--- src/logic/sps_regs.svh ---
// Register map, field positions, reset values and counts of the status pin selector
`ifndef SPS_REGS_SVH
`define SPS_REGS_SVH

// Register indices; byte address is four times the index
`define SPS_IDX_SEL_ABL 10'h017
`define SPS_IDX_LOCK_CFG 10'h018
`define SPS_IDX_REFERENCE_MONITOR_PIN_OVR 10'h01D
`define SPS_IDX_IRQ_STAT 10'h020
`define SPS_IDX_IRQ_MASK 10'h021
`define SPS_IDX_LIVE 10'h022

// Field positions
`define SPS_SEL_MSB 7
`define SPS_SEL_LSB 2
`define SPS_ABL_MSB 1
`define SPS_ABL_LSB 0
`define SPS_DCOFS_BIT 7
`define SPS_LCNT_MSB 6
`define SPS_LCNT_LSB 5
`define SPS_OVR_BIT 7

// Reset values
`define SPS_RST_SEL 6'h00
`define SPS_RST_ABL 2'h0
`define SPS_RST_DCOFS 1'b0
`define SPS_RST_LCNT 2'h0
`define SPS_RST_OVR 1'b0
`define SPS_RST_MASK 3'h0

// Phase detector cycles needed for lock, per counter code
`define SPS_LOCK_CNT_0 8'h05
`define SPS_LOCK_CNT_1 8'h10
`define SPS_LOCK_CNT_2 8'h40
`define SPS_LOCK_CNT_3 8'hFF

// Bus responses
`define SPS_RESP_OKAY 2'h0
`define SPS_RESP_SLVERR 2'h2

`endif

--- src/logic/sps_pkg.sv ---
// Types shared by the status pin selector
package sps_pkg;

  typedef logic [5:0] sps_sel_t;

  // Read channel states, one-hot
  typedef enum logic [1:0] {
    SPS_RD_IDLE = 2'b01,
    SPS_RD_RESP = 2'b10
  } sps_rd_state_t;

  // Interrupt status layout: lock gained, lock lost, holdover entered
  typedef logic [2:0] sps_irq_t;

endpackage : sps_pkg

--- src/logic/sps_sync.sv ---
// Three-stage input synchroniser with agreement filter
`timescale 1ns/1ps
module sps_sync #(
  parameter int W = 1
) (
  input wire logic i_clk_sys,
  input wire logic i_rst_n,
  input wire logic [W-1:0] i_async,
  output logic [W-1:0] o_sync
);
  logic [W-1:0] s1_r;
  logic [W-1:0] s2_r;
  logic [W-1:0] s3_r;

  // Output follows only when stages two and three agree; stage one feeds stage two alone
  always_ff @(posedge i_clk_sys or negedge i_rst_n) begin
    if (!i_rst_n) begin
      s1_r <= '0;
      s2_r <= '0;
      s3_r <= '0;
      o_sync <= '0;
    end else begin
      s1_r <= i_async;
      s2_r <= s1_r;
      s3_r <= s2_r;
      o_sync <= ((s2_r ~^ s3_r) & s3_r) | ((s2_r ^ s3_r) & o_sync);
    end
  end
endmodule : sps_sync

--- src/logic/sps_lock_cnt.sv ---
// Digital lock flag: consecutive in-window phase detector cycles
`timescale 1ns/1ps
module sps_lock_cnt (
  input wire logic i_clk_sys,
  input wire logic i_rst_n,
  input wire logic i_tick,
  input wire logic i_in_win,
  input wire logic i_loss,
  input wire logic [7:0] i_target,
  output logic o_lock
);
  logic [7:0] cnt_r;
  logic [7:0] cnt_inc;
  logic hit;

  // Saturating count so a long lock run never wraps
  assign cnt_inc = (cnt_r == 8'hFF) ? cnt_r : cnt_r + 8'h01;
  assign hit = i_tick && i_in_win && (cnt_inc >= i_target);

  // A cycle outside the window restarts the run; only loss clears the flag
  always_ff @(posedge i_clk_sys or negedge i_rst_n) begin
    if (!i_rst_n) begin
      cnt_r <= 8'h00;
      o_lock <= 1'b0;
    end else begin
      if (i_tick) begin
        cnt_r <= i_in_win ? cnt_inc : 8'h00;
      end
      if (i_loss) begin
        o_lock <= 1'b0;
      end else if (hit) begin
        o_lock <= 1'b1;
      end
    end
  end
endmodule : sps_lock_cnt

--- src/logic/sps_top.sv ---
// Status pin selector with lock counter, loop settings and AXI4-Lite registers
`timescale 1ns/1ps
`include "sps_regs.svh"

// Notes on behaviour
// - Low select half, unlisted code: status pin held at ground.
// - Top select bit set: status pin offers the reference monitor list.
// - First reference clock option; differential reference in differential mode.
// - Second reference clock option; unavailable (ground) in differential mode.
// - Chosen loop reference clock; differential reference in differential mode.
// - Unchosen reference clock; unavailable in differential mode.
// - Chosen reference monitor status, active high; differential status in that mode.
// - Unchosen reference monitor status, active high; unavailable in differential mode.
// - Separate first and second reference status, plus their AND.
// - Lock AND chosen status AND oscillator status; oscillator status alone too.
// - Reference choice level: low for first, high for second reference.
// - Lock flag, holdover and lock pin comparator levels, active high.
// - Inverted group of level options; reference choice low for second reference.
// - Two-bit pulse width code: 2.9 default, 1.3, 6.0, 2.9 ns.
// - Dc offset enable for single-ended reference input, reset disabled.
// - Lock flag asserts after set count of in-window cycles, default five.
// - Lock flag stays set until loss-of-lock threshold is exceeded.
module sps_top (
  input wire logic i_clk_sys,
  input wire logic i_resetn,
  input wire logic [11:0] i_awaddr,
  input wire logic i_awvalid,
  output logic o_awready,
  input wire logic [31:0] i_wdata,
  input wire logic [3:0] i_wstrb,
  input wire logic i_wvalid,
  output logic o_wready,
  output logic [1:0] o_bresp,
  output logic o_bvalid,
  input wire logic i_bready,
  input wire logic [11:0] i_araddr,
  input wire logic i_arvalid,
  output logic o_arready,
  output logic [31:0] o_rdata,
  output logic [1:0] o_rresp,
  output logic o_rvalid,
  input wire logic i_rready,
  input wire logic i_n_div,
  input wire logic i_r_div,
  input wire logic i_a_div,
  input wire logic i_prescaler,
  input wire logic i_pfd_up,
  input wire logic i_pfd_dn,
  input wire logic i_first_reference_input_clk,
  input wire logic i_second_reference_input_clk,
  input wire logic i_diff_clk,
  input wire logic i_first_reference_input_ok,
  input wire logic i_second_reference_input_ok,
  input wire logic i_diff_ok,
  input wire logic i_vco_ok,
  input wire logic i_ref_sel,
  input wire logic i_diff_mode,
  input wire logic i_holdover,
  input wire logic i_ld_comp,
  input wire logic i_in_win,
  input wire logic i_lock_loss,
  input wire logic i_pfd_clk,
  output logic o_status_pin,
  output logic [1:0] o_abl_code,
  output logic o_dc_offset_en,
  output logic o_lock_flag,
  output logic o_irq
);
  localparam int SW = 20;

  // Reset release through two flops
  logic rst_q1_r;
  logic rst_n;
  always_ff @(posedge i_clk_sys or negedge i_resetn) begin
    if (!i_resetn) begin
      rst_q1_r <= 1'b0;
      rst_n <= 1'b0;
    end else begin
      rst_q1_r <= 1'b1;
      rst_n <= rst_q1_r;
    end
  end

  // Pin inputs, all asynchronous to the system clock
  logic [SW-1:0] sync_q;
  logic n_s, r_s, a_s, pre_s, up_s, dn_s, first_reference_input_s, second_reference_input_s, diffc_s, ok1_s, ok2_s;
  logic okd_s, vco_s, rsel_s, diff_s, hold_s, ldc_s, win_s, loss_s, pfdc_s;
  sps_sync #(.W(SW)) u_sync (
    .i_clk_sys(i_clk_sys),
    .i_rst_n(rst_n),
    .i_async({i_pfd_clk, i_lock_loss, i_in_win, i_ld_comp, i_holdover, i_diff_mode, i_ref_sel, i_vco_ok,
              i_diff_ok, i_second_reference_input_ok, i_first_reference_input_ok, i_diff_clk, i_second_reference_input_clk, i_first_reference_input_clk, i_pfd_dn, i_pfd_up,
              i_prescaler, i_a_div, i_r_div, i_n_div}),
    .o_sync(sync_q)
  );
  assign {pfdc_s, loss_s, win_s, ldc_s, hold_s, diff_s, rsel_s, vco_s, okd_s, ok2_s, ok1_s, diffc_s,
          second_reference_input_s, first_reference_input_s, dn_s, up_s, pre_s, a_s, r_s, n_s} = sync_q;

  // Control registers
  sps_pkg::sps_sel_t sel_r;
  logic [1:0] lcnt_r;
  logic ovr_r;
  sps_pkg::sps_irq_t irq_stat_r;
  sps_pkg::sps_irq_t irq_mask_r;

  // Write channel: address and data taken in either order, one write at a time
  logic aw_ok_r;
  logic w_ok_r;
  logic [11:0] awaddr_r;
  logic [7:0] wbyte_r;
  logic wstrb0_r;
  logic wr_go;
  logic [9:0] wr_idx;
  logic wr_map;
  logic wr_sel;
  logic wr_lck;
  logic wr_ovr;
  logic wr_clr;
  logic wr_msk;

  assign wr_go = aw_ok_r && w_ok_r && !o_bvalid;
  assign wr_idx = awaddr_r[11:2];
  assign wr_sel = wr_go && wstrb0_r && (wr_idx == `SPS_IDX_SEL_ABL);
  assign wr_lck = wr_go && wstrb0_r && (wr_idx == `SPS_IDX_LOCK_CFG);
  assign wr_ovr = wr_go && wstrb0_r && (wr_idx == `SPS_IDX_REFERENCE_MONITOR_PIN_OVR);
  assign wr_clr = wr_go && wstrb0_r && (wr_idx == `SPS_IDX_IRQ_STAT);
  assign wr_msk = wr_go && wstrb0_r && (wr_idx == `SPS_IDX_IRQ_MASK);
  assign wr_map = (wr_idx == `SPS_IDX_SEL_ABL) || (wr_idx == `SPS_IDX_LOCK_CFG) ||
                  (wr_idx == `SPS_IDX_REFERENCE_MONITOR_PIN_OVR) || (wr_idx == `SPS_IDX_IRQ_STAT) ||
                  (wr_idx == `SPS_IDX_IRQ_MASK) || (wr_idx == `SPS_IDX_LIVE);

  // Readies re-arm only once the response is taken, so a second write cannot overtake
  always_ff @(posedge i_clk_sys or negedge rst_n) begin
    if (!rst_n) begin
      aw_ok_r <= 1'b0;
      w_ok_r <= 1'b0;
      awaddr_r <= 12'h000;
      wbyte_r <= 8'h00;
      wstrb0_r <= 1'b0;
      o_awready <= 1'b0;
      o_wready <= 1'b0;
      o_bvalid <= 1'b0;
      o_bresp <= `SPS_RESP_OKAY;
    end else begin
      if (!aw_ok_r && !o_bvalid && !o_awready) o_awready <= 1'b1;
      if (!w_ok_r && !o_bvalid && !o_wready) o_wready <= 1'b1;
      if (i_awvalid && o_awready) begin
        aw_ok_r <= 1'b1;
        awaddr_r <= i_awaddr;
        o_awready <= 1'b0;
      end
      if (i_wvalid && o_wready) begin
        w_ok_r <= 1'b1;
        wbyte_r <= i_wdata[7:0];
        wstrb0_r <= i_wstrb[0];
        o_wready <= 1'b0;
      end
      if (wr_go) begin
        aw_ok_r <= 1'b0;
        w_ok_r <= 1'b0;
        o_bvalid <= 1'b1;
        o_bresp <= wr_map ? `SPS_RESP_OKAY : `SPS_RESP_SLVERR;
      end
      if (o_bvalid && i_bready) o_bvalid <= 1'b0;
    end
  end

  // Configuration fields; the whole select field changes in one edge
  always_ff @(posedge i_clk_sys or negedge rst_n) begin
    if (!rst_n) begin
      sel_r <= `SPS_RST_SEL;
      o_abl_code <= `SPS_RST_ABL;
      o_dc_offset_en <= `SPS_RST_DCOFS;
      lcnt_r <= `SPS_RST_LCNT;
      ovr_r <= `SPS_RST_OVR;
      irq_mask_r <= `SPS_RST_MASK;
    end else begin
      if (wr_sel) begin
        sel_r <= wbyte_r[`SPS_SEL_MSB:`SPS_SEL_LSB];
        o_abl_code <= wbyte_r[`SPS_ABL_MSB:`SPS_ABL_LSB];
      end
      if (wr_lck) begin
        o_dc_offset_en <= wbyte_r[`SPS_DCOFS_BIT];
        lcnt_r <= wbyte_r[`SPS_LCNT_MSB:`SPS_LCNT_LSB];
      end
      if (wr_ovr) ovr_r <= wbyte_r[`SPS_OVR_BIT];
      if (wr_msk) irq_mask_r <= wbyte_r[2:0];
    end
  end

  // Lock flag counter, phase detector cycle marked by a rising comparison clock
  logic pfdc_d_r;
  logic pfd_tick;
  logic [7:0] lock_target;
  logic lock_w;
  assign pfd_tick = pfdc_s && !pfdc_d_r;
  assign lock_target = (lcnt_r == 2'h0) ? `SPS_LOCK_CNT_0 :
                       (lcnt_r == 2'h1) ? `SPS_LOCK_CNT_1 :
                       (lcnt_r == 2'h2) ? `SPS_LOCK_CNT_2 : `SPS_LOCK_CNT_3;
  sps_lock_cnt u_lock (
    .i_clk_sys(i_clk_sys),
    .i_rst_n(rst_n),
    .i_tick(pfd_tick),
    .i_in_win(win_s),
    .i_loss(loss_s),
    .i_target(lock_target),
    .o_lock(lock_w)
  );

  // Signals derived from the reference choice; differential mode overrides both refs in all but both_ok
  logic sel_clk, unsel_clk, first_reference_input_or_diff, second_reference_input_av, sel_ok, unsel_ok, both_ok, lock_all;
  assign first_reference_input_or_diff = diff_s ? diffc_s : first_reference_input_s;
  assign second_reference_input_av = !diff_s && second_reference_input_s;
  assign sel_clk = diff_s ? diffc_s : (rsel_s ? second_reference_input_s : first_reference_input_s);
  assign unsel_clk = !diff_s && (rsel_s ? first_reference_input_s : second_reference_input_s);
  assign sel_ok = diff_s ? okd_s : (rsel_s ? ok2_s : ok1_s);
  assign unsel_ok = !diff_s && (rsel_s ? ok1_s : ok2_s);
  assign both_ok = ok1_s && ok2_s;
  assign lock_all = lock_w && sel_ok && vco_s;

  // Level options shared by the true and inverted groups, codes 5 to 15 then 21 to 31
  logic [10:0] lvl;
  logic [10:0] lvl_n;
  assign lvl = {ldc_s, hold_s, lock_w, rsel_s, vco_s, lock_all, both_ok, ok2_s, ok1_s, unsel_ok, sel_ok};
  // In differential mode the unused-reference status reads ground in both groups
  assign lvl_n = {~lvl[10:2], ~lvl[1] && !diff_s, ~lvl[0]};

  // Selection tables; the supply option reads as a constant high level
  logic [6:0] base_opts;
  logic [31:0] mon_opts;
  logic base_hit;
  logic status_nxt;
  assign base_opts = {dn_s, up_s, pre_s, a_s, r_s, n_s, 1'b0};
  assign mon_opts = {lvl_n, unsel_clk, sel_clk, second_reference_input_av, first_reference_input_or_diff, 1'b1, lvl,
                     unsel_clk, sel_clk, second_reference_input_av, first_reference_input_or_diff, 1'b0};
  assign base_hit = (sel_r[4:3] == 2'h0) && (sel_r[2:0] != 3'h7);
  assign status_nxt = sel_r[5] ? mon_opts[sel_r[4:0]] :
                      (base_hit && base_opts[sel_r[2:0]]);

  // Interrupt events: lock gained, lock lost, holdover entered; a new event beats the clear
  logic lock_d_r;
  logic hold_d_r;
  sps_pkg::sps_irq_t irq_ev;
  sps_pkg::sps_irq_t irq_nxt;
  assign irq_ev = {hold_s && !hold_d_r, !lock_w && lock_d_r, lock_w && !lock_d_r};
  assign irq_nxt = (irq_stat_r & ~(wr_clr ? wbyte_r[2:0] : 3'h0)) | irq_ev;

  // Output flops and edge history
  always_ff @(posedge i_clk_sys or negedge rst_n) begin
    if (!rst_n) begin
      pfdc_d_r <= 1'b0;
      lock_d_r <= 1'b0;
      hold_d_r <= 1'b0;
      irq_stat_r <= 3'h0;
      o_status_pin <= 1'b0;
      o_lock_flag <= 1'b0;
      o_irq <= 1'b0;
    end else begin
      pfdc_d_r <= pfdc_s;
      lock_d_r <= lock_w;
      hold_d_r <= hold_s;
      irq_stat_r <= irq_nxt;
      o_status_pin <= status_nxt;
      o_lock_flag <= lock_w;
      o_irq <= |(irq_stat_r & irq_mask_r);
    end
  end

  // Read channel: one read at a time, answer one cycle after the address is taken
  sps_pkg::sps_rd_state_t rd_st_r;
  logic [9:0] rd_idx;
  logic [7:0] rd_byte;
  logic rd_map;
  assign rd_idx = i_araddr[11:2];
  assign rd_map = (rd_idx == `SPS_IDX_SEL_ABL) || (rd_idx == `SPS_IDX_LOCK_CFG) ||
                  (rd_idx == `SPS_IDX_REFERENCE_MONITOR_PIN_OVR) || (rd_idx == `SPS_IDX_IRQ_STAT) ||
                  (rd_idx == `SPS_IDX_IRQ_MASK) || (rd_idx == `SPS_IDX_LIVE);
  assign rd_byte = (rd_idx == `SPS_IDX_SEL_ABL) ? {sel_r, o_abl_code} :
                   (rd_idx == `SPS_IDX_LOCK_CFG) ? {o_dc_offset_en, lcnt_r, 5'h00} :
                   (rd_idx == `SPS_IDX_REFERENCE_MONITOR_PIN_OVR) ? {ovr_r, 7'h00} :
                   (rd_idx == `SPS_IDX_IRQ_STAT) ? {5'h00, irq_stat_r} :
                   (rd_idx == `SPS_IDX_IRQ_MASK) ? {5'h00, irq_mask_r} :
                   (rd_idx == `SPS_IDX_LIVE) ? {5'h00, o_status_pin, hold_s, lock_w} : 8'h00;

  always_ff @(posedge i_clk_sys or negedge rst_n) begin
    if (!rst_n) begin
      rd_st_r <= sps_pkg::SPS_RD_IDLE;
      o_arready <= 1'b0;
      o_rvalid <= 1'b0;
      o_rdata <= 32'h00000000;
      o_rresp <= `SPS_RESP_OKAY;
    end else begin
      case (rd_st_r)
        sps_pkg::SPS_RD_IDLE: begin
          o_arready <= 1'b1;
          if (i_arvalid && o_arready) begin
            o_arready <= 1'b0;
            o_rvalid <= 1'b1;
            o_rdata <= {24'h000000, rd_byte};
            o_rresp <= rd_map ? `SPS_RESP_OKAY : `SPS_RESP_SLVERR;
            rd_st_r <= sps_pkg::SPS_RD_RESP;
          end
        end
        sps_pkg::SPS_RD_RESP: begin
          if (i_rready) begin
            o_rvalid <= 1'b0;
            rd_st_r <= sps_pkg::SPS_RD_IDLE;
          end
        end
        default: begin
          rd_st_r <= sps_pkg::SPS_RD_IDLE;
        end
      endcase
    end
  end
endmodule : sps_top

--- config.mk ---
export PLATFORM = sky130hd
export DESIGN_NAME = sps_top
export DESIGN_NICKNAME = d
export VERILOG_FILES = /design/src/logic/sps_pkg.sv /design/src/logic/sps_sync.sv /design/src/logic/sps_lock_cnt.sv /design/src/logic/sps_top.sv
export VERILOG_INCLUDE_DIRS = /design/src /design/src/logic
export SDC_FILE = /design/constraint.sdc
export NUM_CORES = 1
export LEC_CHECK = 0
export CAP_MARGIN = 20
export CORE_MARGIN = 2
export CORE_UTILIZATION = 50
export CTS_CLUSTER_DIAMETER = 100
export DETAILED_ROUTE_END_ITERATION = 7
export DONT_BUFFER_PORTS = 1
export PLACE_DENSITY = 0.63
export SLEW_MARGIN = 20
export SYNTH_ARGS = -nofsm -noshare
export SYNTH_HDL_FRONTEND = slang
export SYNTH_SLANG_ARGS = --single-unit
--- constraint.sdc ---
create_clock -name i_clk_sys -period 5.9 [get_ports i_clk_sys]
set_clock_uncertainty 0.05 [all_clocks]
set_input_delay 1.18 -clock i_clk_sys [delete_from_list [all_inputs] [get_ports i_clk_sys]]
set_output_delay 1.18 -clock i_clk_sys [all_outputs]
set_load 0.01 [all_outputs]
# After elaboration in Yosys (flattened, before gate mapping)
# Cells that the tools add are included.
# classes
add_sub_neg,1
reduce_logical,64
n_mux,45
n_bitwise,12
eq_ne,20
magnitude_cmp,3
div_mod_pow,0
shifts,0
n_mul,0
# ops
operator,n
8-bit 2-to-1 mux,8
"10-bit by 5-bit == test with 1-bit output, second input constant",6
"10-bit by 6-bit == test with 1-bit output, second input constant",6
20-bit AND,2
1-bit logical AND,31
1-bit 2-to-1 mux,25
20-bit OR,1
20-bit bitwise XNOR,1
20-bit XOR,1
2-bit nonzero test,7
3-bit 2-to-1 mux,4
1-bit logical NOT,10
1-bit logical OR,10
9-bit NOT,1
"8-bit by 1-bit adder with 8-bit output, second input constant",1
"8-bit == test, second input constant",1
8-bit >= comparator,1
2-bit 2-to-1 mux,4
3-bit AND,2
"5-bit by 6-bit less-than comparator with 1-bit output, second input constant",1
1-bit binary-select mux with 5-bit select,1
"2-bit by 1-bit == test with 1-bit output, second input constant",2
"2-bit == test, second input constant",2
2-bit logical NOT,2
other kinds (12),15
# word_totals
rom_bits,0
n_memories,0
inputBits,87
regBits,156
wordCells,179
ram_bits,0
latch_bits,0
output_inout_bits,47

# Logic depth before layout (Yosys ltp)
# logic_depth
ltp_word,8
mapped_depth,10

# Cells and area by module
# From an unflattened synthesis, not the netlist that was laid out.
# unflattened
hier_cells,536
area_unflattened_um2,6510.0
# by_module_without_submodules
mod,instances,area_per_inst_um2,cells_per_inst
sps_top,1,3328.2,324
sps_sync,1,2402.3,120
sps_lock_cnt,1,779.5,92

# Worst setup path before layout
# Ideal clock, no wire load.
# synth_path
kind,input-to-reg
start,input i_araddr[7]
end,register o_rdata[0]
path_stages,5
path_slack_ns,3.527
arrival_ns,2.240
setup_ns,0.083
n_path_buf,0
cell_sequence,nor4b_1 -> nand2_1 -> nor2_1 -> a222oi_1 -> o21ai_0
# synth_via
elab_chain_len,7
# synth_lines
element,line_no,rtl
"start, declared",sps_top.sv:36,"input wire logic [11:0] i_araddr,"
10-bit by 6-bit == test with 1-bit output (no line),n/a,
3-bit 2-to-1 mux,sps_top.sv:283,"(rd_idx == `SPS_IDX_LIVE) ? {5'h00, o_status_pin, hold_s, lock_w} : 8'h00;"
3-bit 2-to-1 mux,sps_top.sv:282,"(rd_idx == `SPS_IDX_IRQ_MASK) ? {5'h00, irq_mask_r} :"
3-bit 2-to-1 mux,sps_top.sv:281,"(rd_idx == `SPS_IDX_IRQ_STAT) ? {5'h00, irq_stat_r} :"
8-bit 2-to-1 mux,sps_top.sv:280,"(rd_idx == `SPS_IDX_REFERENCE_MONITOR_PIN_OVR) ? {ovr_r, 7'h00} :"
8-bit 2-to-1 mux,sps_top.sv:279,"(rd_idx == `SPS_IDX_LOCK_CFG) ? {o_dc_offset_en, lcnt_r, 5'h00} :"
8-bit 2-to-1 mux (*),sps_top.sv:278,"assign rd_byte = (rd_idx == `SPS_IDX_SEL_ABL) ? {sel_r, o_abl_code} :"
"end signal, assigned",sps_top.sv:299,"o_rdata <= {24'h000000, rd_byte};"
"end, declared",sps_top.sv:39,"output logic [31:0] o_rdata,"
# Every way passes the cells marked *; elsewhere a longest branch is shown, timed or not.
# A chain may end at the register's enable or synchronous reset.

# Final worst setup path
# layout_path
start,register u_lock.cnt_r[3]
end,register u_lock.o_lock
# layout_via
elab_chain_len,5
# layout_lines
element,line_no,rtl
"start, declared",sps_lock_cnt.sv:12,logic [7:0] cnt_r;
"start signal, assigned",sps_lock_cnt.sv:27,cnt_r <= i_in_win ? cnt_inc : 8'h00;
8-bit by 1-bit adder with 8-bit output / 8-bit == test (equally long branches),sps_lock_cnt.sv:17,assign cnt_inc = (cnt_r == 8'hFF) ? cnt_r : cnt_r + 8'h01;
8-bit 2-to-1 mux (*),sps_lock_cnt.sv:17,
8-bit >= comparator (*),sps_lock_cnt.sv:18,assign hit = i_tick && i_in_win && (cnt_inc >= i_target);
1-bit logical AND (*),sps_lock_cnt.sv:18,
2-bit nonzero test (no line) (*),n/a,
"end signal, assigned",sps_lock_cnt.sv:24,o_lock <= 1'b0;
"end signal, assigned",sps_lock_cnt.sv:30,o_lock <= 1'b0;
"end signal, assigned",sps_lock_cnt.sv:32,o_lock <= 1'b1;
"end, declared",sps_lock_cnt.sv:10,output logic o_lock
# Marked as above.

==> metrics <==
via density per instance 5.40; power per cell area 389 nW/um^2; DIE WIDTH 117 um; Post-CTS Hold Buffers 0; Cell Rows 41; PortBufs 0; Sw Ratio 0.272; DR WL/cell 16.0 um; TritonCTS clock tree built; Synth Warn # 0; largest family of logic cells by synthesized area compound AO/OA/AOI/OAI gates; largest net degree at the start of global routing 84; P_sw 0.748 mW; Root Buffer clkbuf_16; layout cells sized above 1 0.144; core area 12600 um^2; critical path startpoint u_lock.cnt_r[3]; clk_lat worst skew 420 ps; crit path time final 2560 ps; DRC violations left 0; Worst VDD drop 290 uV; register area share after synthesis 0.593; TritonCTS buffer count 17; initial antenna violation count 0; EDFF count, synth 0; worst rel slew slack 0.445; multiplexer share of the synthesized area 0.0718; crit path max fanout 8; Syn Std Cell Area 6410 um^2; #FFs+latches synth 152; grt total ovfl 0; Avg Inst Size Synth 12.4 um^2; arrival time worst endpoint 2810 ps; Yosys top cell area share 0.589; dpl hpwl 7920 um; Worst-Margin Slew 833 ps; reg-to-reg startpoint u_lock.cnt_r[3]; Sink Count 152; Die Y 117 um; Synth Area in Compound Gates 0.110; final setup fails 0; Routed WL 11400 um; clk buf depth 2; final antenna-violating net count 0; Pre-antenna DRT Iters 4; adder-cell area share of the yosys netlist 0.0644; Final Non-Filler Cells 708; CP Class flop to flop; drt initial violations 263; RSZ-0062 raised after global routing no; PostCTS Resize Cnt 0; top cells by area, synth dfrtp_1 (59%), ha_1 (6.4%), mux2_2 (6.1%); synthesis-to-layout area growth 10.2%; H-tree Lvls 4; number of max-cap violations 0; pre-CTS WS 3130 ps; Worst Path Required 6140 ps; Die ar. 13800 um^2; Cell Int Power 2.00 mW; area leader, netlist dfrtp_1; Reg clk slew, reported paths 60 ps; setup TNS 0 ps; status finished clean; vias 3822; ys async rst share 1.00; Critical Path End Type flop; Gate Count Post-Synth 516; num ports 134; GPL Wtd Cong 0.860; Final #Nets 643; global-route wire length before repair 18600 um; count leader, synth dfrtp_1; Final Hold Vio Count 0; HP Class flop to async pin; Sequential Power Share 0.500; Logic pwr share 0.127; final setup margin 3340 ps; LEAKAGE 3.29 nW; commonest cells in the netlist dfrtp_1 (151), nand2_1 (36), mux2_2 (35); Post-synth top flop dfrtp_1; Critical Path Source Type flop; via count of the first global-routing pass 3736; Max Clk Rate 390 MHz; final core utilization 0.563; Slew Limit Fails 0; simple-gate share of the synthesized area 0.0995; final cycle utilization of the critical path 0.434; # placed instances 675; Post-Synth XOR/XNOR Area 0.00683; buffer count from post-CTS setup fixing 0; antenna fix cells 0; Clk pwr share 0.374; post-synth cell types 58; gr usage total 0.181; Initial Util 0.510
-- layout make-up --
type	instances	area (um^2)
Inverter	21	78.8
Clock inverter	10	95.1
Clock buffer	22	474
Sequential cell	152	3810
Multi-Input combinational cell	329	2360
Tap cell	172	215
Timing Repair Buffer	2	35.0
Fill cell	1051	5500
-- worst max-delay path, stage by stage, from the launching register on --
cell,delay (ps)
dfrtp_1,480
and4_1,300
nand4_1,270
xnor2_1,270
ha_1,250
nand2b_1,140
a211oi_1,220
o21ai_0,120
a41oi_1,250
o41ai_1,90
-- logic make-up (layout without fill, tap and decap cells) --
| kind of cell | count (synthesis) | count (layout) |
|---|---|---|
| muxes | 40 | 40 |
| DFF | 152 | 152 |
| buffers and inverters | 60 | 55 |
| xor gates and xnor gates | 5 | 5 |
| other | 2 | 27 |
| AOI/OAI and AO/OA | 103 | 103 |
| adders and majority gates | 33 | 33 |
| and+or+nand+nor | 121 | 121 |
-- state kept, by name, summed over array words and instances (netlist names), 6 cells and up --
name and cells:
u_sync.s1_r 20, u_lock.cnt_r 8, sel_r 6, o_rdata 8, wbyte_r 8, awaddr_r 10, u_sync.o_sync 20, u_sync.s3_r 20
u_sync.s2_r 20
-- path summary, 6_finish.rpt --
check | cells after the start | end | slack (ps)
max | 9 | u_lock.o_lock | 3340
min | 0 | u_sync.o_sync[5] | 200
max in group asynchronous | 2 | u_lock.cnt_r[3] | 4120
max reg2reg | 9 | u_lock.o_lock | 3340
min in group i_clk_sys | 0 | u_sync.s2_r[3] | 300
min reg2reg | 0 | u_sync.o_sync[5] | 200
-- per-stage QoR --
| stage | instance area (um^2) | hold WS, ps | power [mW] |
|---|---|---|---|
| floorplan | 6510 | 281 | 1.66 |
| global placement | 6470 | 282 | 1.72 |
| detailed placement | 6470 | 286 | 1.74 |
| CTS | 7040 | 300 | 2.79 |
| global route | 7070 | 247 | 2.91 |
| finish | 7070 | 201 | 2.75 |
-- cell usage in the layout, fill, tap and decap left out, types with 5 or more instances in the layout --
| cell type | instances |
|---|---|
| nor2b_1 | 6 |
| a21o_1 | 20 |
| nor2_1 | 21 |
| nor3_1 | 8 |
| inv_1 | 21 |
| o21ai_0 | 23 |
| nand3_1 | 13 |
| mux2_2 | 35 |
| a21oi_1 | 17 |
| conb_1 | 27 |
| nand2b_1 | 5 |
| ha_1 | 33 |
| dfrtp_1 | 150 |
| clkbuf_16 | 17 |
| nand2_1 | 36 |
| a22o_1 | 8 |
-- power by group through the flow --
stage | clock network [mW] | registers (mW) | logic, mW
after global routing | 1.11 | 1.40 | 0.405
after global placement | 0 | 1.39 | 0.329
after CTS | 1.06 | 1.38 | 0.347
after floorplan | 0 | 1.34 | 0.314
final | 1.03 | 1.37 | 0.349
after detailed placement | 0 | 1.40 | 0.344
-- per-layer routing --
| metal | vias to the layer above | global-route usage | routed length, um |
|---|---|---|---|
| met5 | - | 0 | 0 |
| met4 | 0 | 0.0816 | 189 |
| met3 | 13 | 0.0803 | 764 |
| met2 | 106 | 0.267 | 5430 |
| met1 | 1899 | 0.231 | 4970 |
| li1 | 1804 | - | - |
Note: power is estimated with default switching activity, not from simulation.
